## src/include/smsr_pkg.sv

```systemverilog
// Behaviour
// Nine sensor input state codes, three per group, on channels 1 to 9.
// Input codes: 0 invalid, 1 steady low, 2 steady high, 3 discrepant.
// Input codes: 4 normal, 5 over-acceleration, 6 over-speed, 7 faulted or unknown.
// Steady low or high reported only after three seconds without a tooth; the code reports it straight after reset, until the first tooth.
// A tooth in every three-second interval gives code 4, normal speed.
// Discrepant input reports 3; past the duration limit it reports 7.
// Six coil drive state codes, per group speed and acceleration, channels 10 to 15.
// Coil codes: 0 invalid, 1 no field voltage, 2 de-energised, 3 load open.
// Coil codes: 4 energised, 5 unused, 6 field fault, 7 faulted or unknown.
// Each coil code summarises that channel's four coils, never single coils.
// Six trip states on channels 16 to 21: 2 tripped, 4 not tripped.
// Per-group over-speed test state on 22 to 24: 0 idle, 1 active.
// Test indication ends on timeout, actual trip or reset, then reports 0.
// Latched trip clears only on reset rising edge, and not while condition holds.
// Each code sits in an unsigned field at least three bits wide, upper bits zero.
package smsr_pkg;
  localparam int unsigned NUM_IN = 9;
  localparam int unsigned NUM_OUT = 6;
  localparam int unsigned NUM_GRP = 3;
  localparam int unsigned COILS = 4;
  localparam int unsigned CW = 3;
  localparam int unsigned CLK_HZ = 100_000_000;
  localparam int unsigned NO_TOOTH_S = 3;
  localparam longint unsigned NO_TOOTH_CYC = longint'(NO_TOOTH_S) * longint'(CLK_HZ);
  localparam int unsigned TW = 32;
  localparam int unsigned DISC_DEF_CYC = 100_000_000;
  localparam int unsigned TEST_DEF_CYC = 1_000_000_000;
  localparam logic [2:0] IN_INVALID = 3'h0;
  localparam logic [2:0] IN_LOW = 3'h1;
  localparam logic [2:0] IN_HIGH = 3'h2;
  localparam logic [2:0] IN_DISC = 3'h3;
  localparam logic [2:0] IN_NORMAL = 3'h4;
  localparam logic [2:0] IN_OVERACC = 3'h5;
  localparam logic [2:0] IN_OVERSPD = 3'h6;
  localparam logic [2:0] IN_FAULT = 3'h7;
  localparam logic [2:0] CO_INVALID = 3'h0;
  localparam logic [2:0] CO_NOFIELD = 3'h1;
  localparam logic [2:0] CO_DEENERG = 3'h2;
  localparam logic [2:0] CO_LOADOPEN = 3'h3;
  localparam logic [2:0] CO_ENERG = 3'h4;
  localparam logic [2:0] CO_FIELDFLT = 3'h6;
  localparam logic [2:0] CO_FAULT = 3'h7;
  localparam logic [2:0] TRIP_YES = 3'h2;
  localparam logic [2:0] TRIP_NO = 3'h4;
  localparam logic [2:0] TEST_OFF = 3'h0;
  localparam logic [2:0] TEST_ON = 3'h1;
  localparam logic [31:0] A_CTRL = 32'h0000_0000;
  localparam logic [31:0] A_INST = 32'h0000_0004;
  localparam logic [31:0] A_IMSK = 32'h0000_0008;
  localparam logic [31:0] A_DISC = 32'h0000_000c;
  localparam logic [31:0] A_TEST = 32'h0000_0010;
  localparam logic [31:0] A_CH1 = 32'h0000_0100;
  localparam logic [31:0] A_CH24 = 32'h0000_015c;
  localparam int unsigned IRQ_W = 4;
endpackage

```

## src/hw/smsr_top.sv

```systemverilog
// Our own choices: register access over AHB-Lite and the placing of the registers.
`timescale 1ns/10ps
`default_nettype none
module smsr_top
(
  input wire logic hclk,
  input wire logic hresetn,
  input wire logic hsel,
  input wire logic [31:0] haddr,
  input wire logic [1:0] htrans,
  input wire logic hwrite,
  input wire logic [2:0] hsize,
  input wire logic [31:0] hwdata,
  input wire logic hready,
  output logic [31:0] hrdata,
  output logic hreadyout,
  output logic hresp,
  output logic irq,
  input wire logic [smsr_pkg::NUM_IN-1:0] tooth_in,
  input wire logic [smsr_pkg::NUM_IN-1:0] level_in,
  input wire logic [smsr_pkg::NUM_IN-1:0] disc_in,
  input wire logic [smsr_pkg::NUM_IN-1:0] overacc_in,
  input wire logic [smsr_pkg::NUM_IN-1:0] overspd_in,
  input wire logic [smsr_pkg::NUM_OUT*smsr_pkg::COILS-1:0] coil_vfield_in,
  input wire logic [smsr_pkg::NUM_OUT*smsr_pkg::COILS-1:0] coil_current_in,
  input wire logic [smsr_pkg::NUM_OUT*smsr_pkg::COILS-1:0] coil_load_in,
  input wire logic [smsr_pkg::NUM_OUT-1:0] trip_cond_in,
  output logic [smsr_pkg::NUM_OUT-1:0] coil_drive
);
  import smsr_pkg::*;

  ////////////////////////////////////////////////////////////////////////////
  typedef enum logic [2:0] {REG_CTRL, REG_INST, REG_IMSK, REG_DISC, REG_TEST, REG_CHAN, REG_NONE} smsr_reg_t;
  typedef struct packed {
    logic [NUM_IN-1:0] t1;
    logic [NUM_IN-1:0] t2;
    logic [NUM_IN-1:0] tp;
    logic [NUM_IN-1:0] l1;
    logic [NUM_IN-1:0] l2;
    logic [NUM_IN-1:0] d1;
    logic [NUM_IN-1:0] d2;
    logic [NUM_IN-1:0] a1;
    logic [NUM_IN-1:0] a2;
    logic [NUM_IN-1:0] s1;
    logic [NUM_IN-1:0] s2;
    logic [NUM_OUT*COILS-1:0] v1;
    logic [NUM_OUT*COILS-1:0] v2;
    logic [NUM_OUT*COILS-1:0] c1;
    logic [NUM_OUT*COILS-1:0] c2;
    logic [NUM_OUT*COILS-1:0] ld1;
    logic [NUM_OUT*COILS-1:0] ld2;
    logic [NUM_OUT-1:0] tc1;
    logic [NUM_OUT-1:0] tc2;
    logic [NUM_IN-1:0][TW-1:0] quiet;
    logic [NUM_IN-1:0] seen;
    logic [NUM_IN-1:0][TW-1:0] dcnt;
    logic [NUM_IN-1:0] dflt;
    logic [NUM_OUT-1:0] trip;
    logic [NUM_OUT-1:0] drv;
    logic [NUM_OUT-1:0] rst_prev;
    logic [NUM_GRP-1:0] test;
    logic [NUM_GRP-1:0][TW-1:0] tcnt;
    logic [TW-1:0] disc_lim;
    logic [TW-1:0] test_lim;
    logic [NUM_OUT-1:0] trip_rst;
    logic [IRQ_W-1:0] ist;
    logic [IRQ_W-1:0] imsk;
    logic [NUM_IN+NUM_OUT+NUM_OUT+NUM_GRP-1:0][2:0] code;
    logic ap_v;
    logic ap_w;
    logic [31:0] ap_a;
    logic [31:0] rdata;
    logic irq;
  } smsr_state_t;

  smsr_state_t s_q, s_d;

  ////////////////////////////////////////////////////////////////////////////
  // Summary of four coils of one output channel
  function automatic logic [2:0] coil_sum(input logic [COILS-1:0] v, input logic [COILS-1:0] c,
                                          input logic [COILS-1:0] ld, input logic drv);
    logic [2:0] r;
    r = CO_FAULT;
    if (!drv && (|c))
    begin
      r = CO_FIELDFLT;
    end
    else if (~|v)
    begin
      r = CO_NOFIELD;
    end
    else if (!(&v))
    begin
      r = CO_FAULT;
    end
    else if (!drv)
    begin
      r = CO_DEENERG;
    end
    else if (~|ld)
    begin
      r = CO_LOADOPEN;
    end
    else if ((&ld) && (&c))
    begin
      r = CO_ENERG;
    end
    return r;
  endfunction

  // One input channel's state code, priority fault, discrepancy, trips, quiet
  function automatic logic [2:0] in_code(input logic flt, input logic dsc, input logic spd,
                                         input logic acc, input logic seen, input logic lvl);
    logic [2:0] r;
    r = IN_INVALID;
    if (flt)
    begin
      r = IN_FAULT;
    end
    else if (dsc)
    begin
      r = IN_DISC;
    end
    else if (spd)
    begin
      r = IN_OVERSPD;
    end
    else if (acc)
    begin
      r = IN_OVERACC;
    end
    else if (seen)
    begin
      r = IN_NORMAL;
    end
    else
    begin
      r = lvl ? IN_HIGH : IN_LOW;
    end
    return r;
  endfunction

  // Register decode shared by the write and read paths
  function automatic smsr_reg_t reg_of(input logic [31:0] a);
    smsr_reg_t r;
    r = REG_NONE;
    case (a)
      A_CTRL:
        r = REG_CTRL;
      A_INST:
        r = REG_INST;
      A_IMSK:
        r = REG_IMSK;
      A_DISC:
        r = REG_DISC;
      A_TEST:
        r = REG_TEST;
      default:
      begin
        if (a >= A_CH1 && a <= A_CH24 && a[1:0] == 2'h0)
          r = REG_CHAN;
        else
          r = REG_NONE;
      end
    endcase
    return r;
  endfunction

  ////////////////////////////////////////////////////////////////////////////
  always_comb
  begin
    logic [IRQ_W-1:0] ev;
    logic [NUM_OUT-1:0] rise;
    logic [NUM_GRP-1:0] tend;
    logic [6:0] idx;
    logic do_w;
    smsr_reg_t wsel;
    smsr_reg_t rsel;
    s_d = s_q;
    ev = '0;
    rise = '0;
    do_w = 1'b0;
    wsel = REG_NONE;
    rsel = REG_NONE;
    tend = '0;
    idx = '0;
    // Input synchronisers
    s_d.t1 = tooth_in;
    s_d.t2 = s_q.t1;
    s_d.tp = s_q.t2;
    s_d.l1 = level_in;
    s_d.l2 = s_q.l1;
    s_d.d1 = disc_in;
    s_d.d2 = s_q.d1;
    s_d.a1 = overacc_in;
    s_d.a2 = s_q.a1;
    s_d.s1 = overspd_in;
    s_d.s2 = s_q.s1;
    s_d.v1 = coil_vfield_in;
    s_d.v2 = s_q.v1;
    s_d.c1 = coil_current_in;
    s_d.c2 = s_q.c1;
    s_d.ld1 = coil_load_in;
    s_d.ld2 = s_q.ld1;
    s_d.tc1 = trip_cond_in;
    s_d.tc2 = s_q.tc1;
    // Tooth watchdog and discrepancy escalation per input
    for (int i = 0; i < NUM_IN; i++)
    begin
      if (s_q.t2[i] && !s_q.tp[i])
      begin
        s_d.quiet[i] = '0;
        s_d.seen[i] = 1'b1;
      end
      else if (64'(s_q.quiet[i]) >= NO_TOOTH_CYC - 64'd1)
      begin
        if (s_q.seen[i])
          ev[0] = 1'b1;
        s_d.seen[i] = 1'b0;
      end
      else
        s_d.quiet[i] = s_q.quiet[i] + TW'(1);
      if (!s_q.d2[i])
      begin
        s_d.dcnt[i] = '0;
        s_d.dflt[i] = 1'b0;
      end
      else if (s_q.dcnt[i] >= s_q.disc_lim)
      begin
        if (!s_q.dflt[i])
          ev[1] = 1'b1;
        s_d.dflt[i] = 1'b1;
      end
      else
        s_d.dcnt[i] = s_q.dcnt[i] + TW'(1);
      s_d.code[i] = in_code(s_q.dflt[i], s_q.d2[i], s_q.s2[i], s_q.a2[i], s_q.seen[i], s_q.l2[i]);
    end
    // Trip latches; reset acts on rising edge only when condition is gone
    rise = s_q.trip_rst & ~s_q.rst_prev;
    s_d.rst_prev = s_q.trip_rst;
    for (int o = 0; o < NUM_OUT; o++)
    begin
      if (s_q.tc2[o])
      begin
        if (!s_q.trip[o])
          ev[2] = 1'b1;
        s_d.trip[o] = 1'b1;
      end
      else if (rise[o])
        s_d.trip[o] = 1'b0;
      s_d.code[NUM_IN+o] = coil_sum(s_q.v2[o*COILS +: COILS], s_q.c2[o*COILS +: COILS],
                                    s_q.ld2[o*COILS +: COILS], ~s_q.trip[o]);
      s_d.code[NUM_IN+NUM_OUT+o] = s_q.trip[o] ? TRIP_YES : TRIP_NO;
    end
    s_d.drv = ~s_d.trip;
    // Over-speed test per group
    for (int g = 0; g < NUM_GRP; g++)
    begin
      if (s_q.test[g])
      begin
        if (s_q.tcnt[g] >= s_q.test_lim || s_q.trip[2*g] || rise[2*g])
        begin
          s_d.test[g] = 1'b0;
          tend[g] = 1'b1;
        end
        else
          s_d.tcnt[g] = s_q.tcnt[g] + TW'(1);
      end
      s_d.code[NUM_IN+2*NUM_OUT+g] = s_q.test[g] ? TEST_ON : TEST_OFF;
    end
    if (|tend)
      ev[3] = 1'b1;
    // AHB-Lite data phase for writes
    do_w = s_q.ap_v && s_q.ap_w;
    wsel = do_w ? reg_of(s_q.ap_a) : REG_NONE;
    case (wsel)
      REG_CTRL:
        s_d.trip_rst = hwdata[NUM_OUT-1:0];
      REG_IMSK:
        s_d.imsk = hwdata[IRQ_W-1:0];
      REG_DISC:
        s_d.disc_lim = hwdata;
      REG_TEST:
      begin
        for (int g = 0; g < NUM_GRP; g++)
          if (hwdata[g] && !s_q.test[g] && !s_q.trip[2*g] && !tend[g])
          begin
            s_d.test[g] = 1'b1;
            s_d.tcnt[g] = '0;
          end
      end
      default:
        s_d.trip_rst = s_q.trip_rst;
    endcase
    s_d.ist = s_q.ist & ~((wsel == REG_INST) ? hwdata[IRQ_W-1:0] : '0);
    s_d.ist = s_d.ist | ev;
    s_d.irq = |(s_d.ist & s_q.imsk);
    // Address phase capture and read data
    s_d.ap_v = hsel && hready && htrans[1];
    s_d.ap_w = hwrite;
    s_d.ap_a = haddr;
    s_d.rdata = '0;
    rsel = (s_d.ap_v && !hwrite) ? reg_of(haddr) : REG_NONE;
    case (rsel)
      REG_CTRL:
        s_d.rdata = 32'(s_q.trip_rst);
      REG_INST:
        s_d.rdata = 32'(s_q.ist);
      REG_IMSK:
        s_d.rdata = 32'(s_q.imsk);
      REG_DISC:
        s_d.rdata = s_q.disc_lim;
      REG_TEST:
        s_d.rdata = 32'(s_q.test);
      REG_CHAN:
      begin
        idx = 7'((haddr - A_CH1) >> 2);
        s_d.rdata = 32'(s_q.code[idx]);
      end
      default:
        s_d.rdata = '0;
    endcase
  end

  ////////////////////////////////////////////////////////////////////////////
  always_ff @(posedge hclk or negedge hresetn)
  begin
    if (!hresetn)
    begin
      s_q <= '0;
      s_q.disc_lim <= TW'(DISC_DEF_CYC);
      s_q.test_lim <= TW'(TEST_DEF_CYC);
      s_q.drv <= '1;
    end
    else
      s_q <= s_d;
  end

  assign hrdata = s_q.rdata;
  assign hreadyout = 1'b1;
  assign hresp = 1'b0;
  assign irq = s_q.irq;
  assign coil_drive = s_q.drv;
endmodule // smsr_top
`default_nettype wire

```

## config.mk

```make
export PLATFORM = sky130hd
export DESIGN_NAME = smsr_top
export DESIGN_NICKNAME = d
export VERILOG_FILES = /design/src/include/smsr_pkg.sv /design/src/hw/smsr_top.sv
export SDC_FILE = /design/constraint.sdc
export NUM_CORES = 2
export LEC_CHECK = 0
export BUFFER_PORTS_ARGS = -buffer_cell sky130_fd_sc_hd__buf_2
export CORE_MARGIN = 2
export CORE_UTILIZATION = 40
export CTS_BUF_LIST = sky130_fd_sc_hd__clkbuf_16
export CTS_CLUSTER_SIZE = 10
export DETAILED_ROUTE_END_ITERATION = 12
export GPL_TIMING_DRIVEN = 1
export PLACE_DENSITY = 0.52
export SLEW_MARGIN = 25
export SYNTH_ARGS = -nofsm -noshare
export SYNTH_HDL_FRONTEND = slang
export SYNTH_SLANG_ARGS = --single-unit
```

## constraint.sdc

```tcl
create_clock -name hclk -period 3.7 [get_ports hclk]
set_clock_uncertainty 0.2 [all_clocks]
set_input_delay 0.74 -clock hclk [delete_from_list [all_inputs] [get_ports hclk]]
set_output_delay 0.74 -clock hclk [all_outputs]
set_load 0.05 [all_outputs]
```

## Word-level counts from Yosys, hierarchy flattened

Index checks and enable logic that the tools add are counted.
Widths: inputs -> output; s select.

| cells by class | value |
|---|---|
| add/subtract/negate cells | 22 |
| magnitude comparators | 26 |
| equality and inequality tests | 44 |
| multiplexer cells | 285 |
| bitwise operators | 7 |
| reductions and logical operators | 116 |

Operators with widths:

| cell | count |
|---|---|
| $mux 32 | 45 |
| $add 32x1->32 const B | 21 |
| $ge 32x29->1 const B | 9 |
| $ge 32x32->1 | 9 |
| $mux 3 | 84 |
| $pmux 32 s6 | 1 |
| $mux 1 | 133 |
| $eq 32x4->1 const B | 4 |
| $mux 99 | 1 |
| $ge 32x30->1 const B | 3 |
| $reduce_or 4->1 | 19 |
| $reduce_and 4->1 | 18 |
| $eq 32x3->1 const B | 2 |
| $eq 32x5->1 const B | 2 |
| $ge 32x9->1 const B | 2 |
| $le 32x9->1 const B | 2 |
| $logic_not 32->1 | 2 |
| $logic_and 1x1->1 | 38 |
| $ne 2x2->1 const B | 18 |
| $mux 2 | 17 |
| $pmux 3 s5 | 2 |
| $logic_not 1->1 | 19 |
| $ne 2x1->1 const B | 9 |
| $reduce_bool 2->1 | 9 |
| 16 further kinds | 31 |

| storage, ports and cells | value |
|---|---|
| register bits | 1145 |
| input port bits | 197 |
| output and inout port bits | 41 |

## Depth between registers and ports, before layout

| logic depth | value |
|---|---|
| depth in word-level cells | 30 |
| mapped depth | 14 |

## Worst setup path after synthesis

No wires, ideal clock.

| path | value |
|---|---|
| path type | reg-to-reg |
| from | register s_q[199] in the netlist's numbering |
| to | register s_q[616] in the netlist's numbering |
| arrival time | 3.098 ns |
| data required time | 3.381 ns |
| slack | 0.283 ns |
| cell stages (with the launch flop) | 13 |
| cell sequence | dfstp_2 > inv_1 > ha_1 > a21oi_1 > a21boi_0 > a2111o_1 > o31a_1 > nor3_2 > and4_1 > buf_2 > nand3_1 > xnor2_1 > and2_1 |

| on the way | value |
|---|---|
| cells in the longest elaborated chain, start to end | 2 |

Ends and longest elaborated chain:

| element | RTL line | source |
|---|---|---|
| start: declaration | smsr_top.sv:76 | `smsr_state_t s_q, s_d;` |
| $ge 32x32->1 | smsr_top.sv:228 | `else if (s_q.dcnt[i] >= s_q.disc_lim)` |
| $ne 2x2->1 (no source line) | - |  |

Every way passes these cells.
A chain may end at the register's enable or synchronous reset.

## Final worst setup path

| path | value |
|---|---|
| from | register s_q[211] in the netlist's numbering |
| to | register s_q[565] in the netlist's numbering |

The elaborated chain is that of the path after synthesis.

==> metrics.md <==
| Metric | Value |
|---|---|
| Slowest stage cell on the critical path | `dfstp_2` |
| Vias in the first global route | `39700` |
| Top-count cell post-synth | `dfrtp_1` |
| Detailed placement HPWL | `98700 um` |
| Final #Nets | `6342` |
| Leak | `30.0 nW` |
| Dominant cells by area after synthesis | `dfrtp_1 51%, ha_1 7.1%, xor2_1 4.0%` |
| Synth Area in Adders | `7.12%` |
| Total CTS buffers | `139` |
| I/O Buffers | `231` |
| Mapped Avg Cell Area | `10.5 sq um` |
| Cell Area, Synth | `54900 sq um` |
| Clk sinks | `1139` |
| Global-route wire length before repair | `223000 um` |
| Clk slew on worst S/H paths | `50 ps` |
| Ys Warns | `0` |
| Cells after DPL | `7274` |
| GRT overflow | `0` |
| Worst min path class | `in2reg` |
| Max clock buf depth | `3` |
| Fillers | `12600` |
| Rows | `135` |
| TNS Setup | `0 ps` |
| Worst setup EP type | `flip-flop` |
| Worst-Margin Slew | `962 ps` |
| Largest family of logic cells by synthesized area | `simple AND/OR/NAND/NOR gates` |
| Clock root buffer | `clkbuf_16` |
| CP dominant cell by count | `buf_4` |
| Area grow syn2layout | `19.9%` |
| Drt wl/cell | `18.1 um` |
| Slew HR | `35.7%` |
| Register area share after synthesis | `52.0%` |
| Final Cell Area | `65800 sq um` |
| Via/cell ratio | `5.17` |
| Layout Utilization | `48.4%` |
| Die width | `374 um` |
| Status | `completed` |
| Worst skew pair latency | `790 ps` |
| CP Max Fanout | `7` |
| Prevailing post-synth register cell | `dfrtp_1` |
| Maximum vdd drop | `374 uV` |
| GRT Resource Usage Total | `20.1%` |
| Fraction of layout cells with a size suffix above 1 | `13.6%` |
| Largest net degree at the start of global routing | `110` |
| H-tree depth | `4` |
| Minimum clock period | `3650 ps` |
| Top-area cell type share of the netlist area | `51.1%` |
| Setup violators final | `0` |
| Antenna violations before repair | `14` |
| Synth Area in Simple Gates | `20.8%` |
| Post-synthesis mux area share | `2.03%` |
| Pwr dens | `421 nW/um^2` |
| Ports | `238` |
| Pins over their slew limit | `0` |
| Wirelength, routed | `140000 um` |
| Initial core utilization | `40.4%` |
| CP Class | `reg2reg` |
| Post-synth EDFFs | `0` |
| Core area | `136000 sq um` |
| Post-DP Area | `59300 sq um` |
| FFs w/ async S/R, synth | `100%` |
| Post-synth top cells | `1121 x dfrtp_1, 569 x nor2_1, 360 x nand2_1` |
| Library cells used by synthesis | `100` |
| Maximum clock rate | `0.274 GHz` |
| Final ANT Viol Nets | `0` |
| XOR/XNOR share of the synthesized area | `7.82%` |
| Hold violation count in the final report | `0` |
| Synth area leader | `dfrtp_1` |
| Startpoint types | `flip-flop` |
| Placer Congestion | `0.855` |
| Synth Area in Compound Gates | `7.48%` |
| Die extent in y | `374 um` |
| CTS tree | `done` |
| DR DRC count | `0` |
| CP cell instances | `inv_1, buf_4, ha_1, nand4_1, nor4_4, a221oi_2, buf_4, o211ai_1, buf_4, nor4b_4, buf_6, nand4_1, xor2_1, nor2_1` |
| Max incr delay on CP | `530 ps` |
| Req. time, crit path | `4110 ps` |
| Cells after synthesis | `5229` |
| Syn Nets | `5738` |
| Iter 0 DRT Violations | `2233` |
| Total number of vias | `39800` |
| Arrival @ worst endpoint | `4050 ps` |
| Final Cycle Share | `98.5%` |
| RSZ-0062 raised after global routing | `true` |
| Number of synthesized register bits | `1139` |
| Post-route insts no fill | `7691` |
| Max-cap viol count | `0` |
| Die area | `140000 sq um` |
| First drt pass iteration count | `6` |
sequential cells by signal, indices dropped and copies added, names as in the netlist:
register	flops
coil_drive	6
s_q	962
hrdata	32
s_d	138
irq	1
area by class of cell:
cell class	instances	area [sq um]	share of cell area, %
clock buffer	139	3480	5.29
timing repair buffer	632	5060	7.69
tap	1781	2230	3.39
multi-input combinational	3745	25100	38.2
inverter	176	679	1.03
antenna	4	10.0	0.0152
sequential	1139	28500	43.4
clock inverter	75	671	1.02
worst paths after layout:
path,slack [ps],to,depth (start not counted),start
max in group asynchronous,2000,s_q[694]$_DFFE_PN0P_,4,hresetn
hold / removal,70,s_q[66]$_DFF_PN0_,2,hsel
setup / recovery,50,s_q[565]$_DFFE_PN0P_,14,s_q[211]$_DFFE_PN1N_
hold reg to reg,140,s_q[1087]$_DFF_PN0_,0,s_d[1087]$_DFF_PN0_
min in group asynchronous,300,s_q[352]$_DFFE_PN0P_,2,hresetn
setup reg to reg,50,s_q[565]$_DFFE_PN0P_,14,s_q[211]$_DFFE_PN1N_
per-stage QoR:
step / setup slack (ps) / hold WS, ps / power [mW]
after floorplan: 283 / 131 / 14.3
after global placement: -27.5 / 133 / 15.3
after detailed placement: -0.120 / 135 / 15.3
after CTS: -1.89 / 2.26 / 28.2
after global routing: -73.6 / 41.9 / 29.0
final: 54.5 / 74.6 / 27.7
what timing repair did:
| action | 4_1_cts | 5_1_grt |
|---|---|---|
| pin swaps | 1 | 18 |
| hold buffers | 184 | 0 |
| endpoints found under the setup margin | 2 | 164 |
| resized for setup | 2 | 74 |
| hold endpoints to repair | 246 | 0 |
| buffers inserted | 1 | 13 |
| gates cloned | 0 | 1 |
report_power, final:
group	internal, mW	switching, mW
clock	7.04	5.40
combinational	0.802	1.14
sequential	12.9	0.369
total	20.8	6.91
worst max-delay path: cells and delay by family (launching register included):
kind                       cells  cell delay [ps]
buffers and inverters          5              970
and+or+nand+nor                5              770
DFF                            1              530
AOI/OAI and AO/OA              2              520
adders and majority gates      1              320
xor gates and xnor gates       1              150
cell families (layout without fill, tap and decap cells):
logic type / count (synthesis) / count (layout)
buffers and inverters: 345 / 1022
DFF: 1139 / 1139
xor gates and xnor gates: 490 / 490
muxes: 86 / 86
adders and majority gates: 312 / 312
and+or+nand+nor: 2204 / 2204
other: 2 / 6
AOI/OAI and AO/OA: 651 / 651
metal layers:
layer  vias up  global-route usage (%)  wire [um]
li1      19400                       -          -
met3       220                    3.55       5130
met5         -                       0         74
met2       568                    32.3      65300
met1     19600                    27.8      66000
met4        12                    5.35       3030
cells in the final DEF (no fill, tap or decap), types with 45 or more instances in the layout:
| master | count |
|---|---|
| or3_1 | 115 |
| o21ai_0 | 184 |
| nor2b_1 | 55 |
| ha_1 | 311 |
| xor2_1 | 248 |
| a21boi_0 | 45 |
| buf_2 | 230 |
| nor3_1 | 130 |
| and2_1 | 207 |
| clkbuf_16 | 139 |
| inv_1 | 206 |
| nand3_1 | 226 |
| and3_1 | 109 |
| dfrtp_1 | 1121 |
| nor4_1 | 57 |
| nand4_1 | 175 |
| xnor2_1 | 242 |
| dlygate4sd3_1 | 184 |
| buf_4 | 174 |
| and4_1 | 48 |
| nand2_1 | 359 |
| nor2_1 | 567 |
| a21oi_1 | 201 |
(Power assumes the default switching activity.)
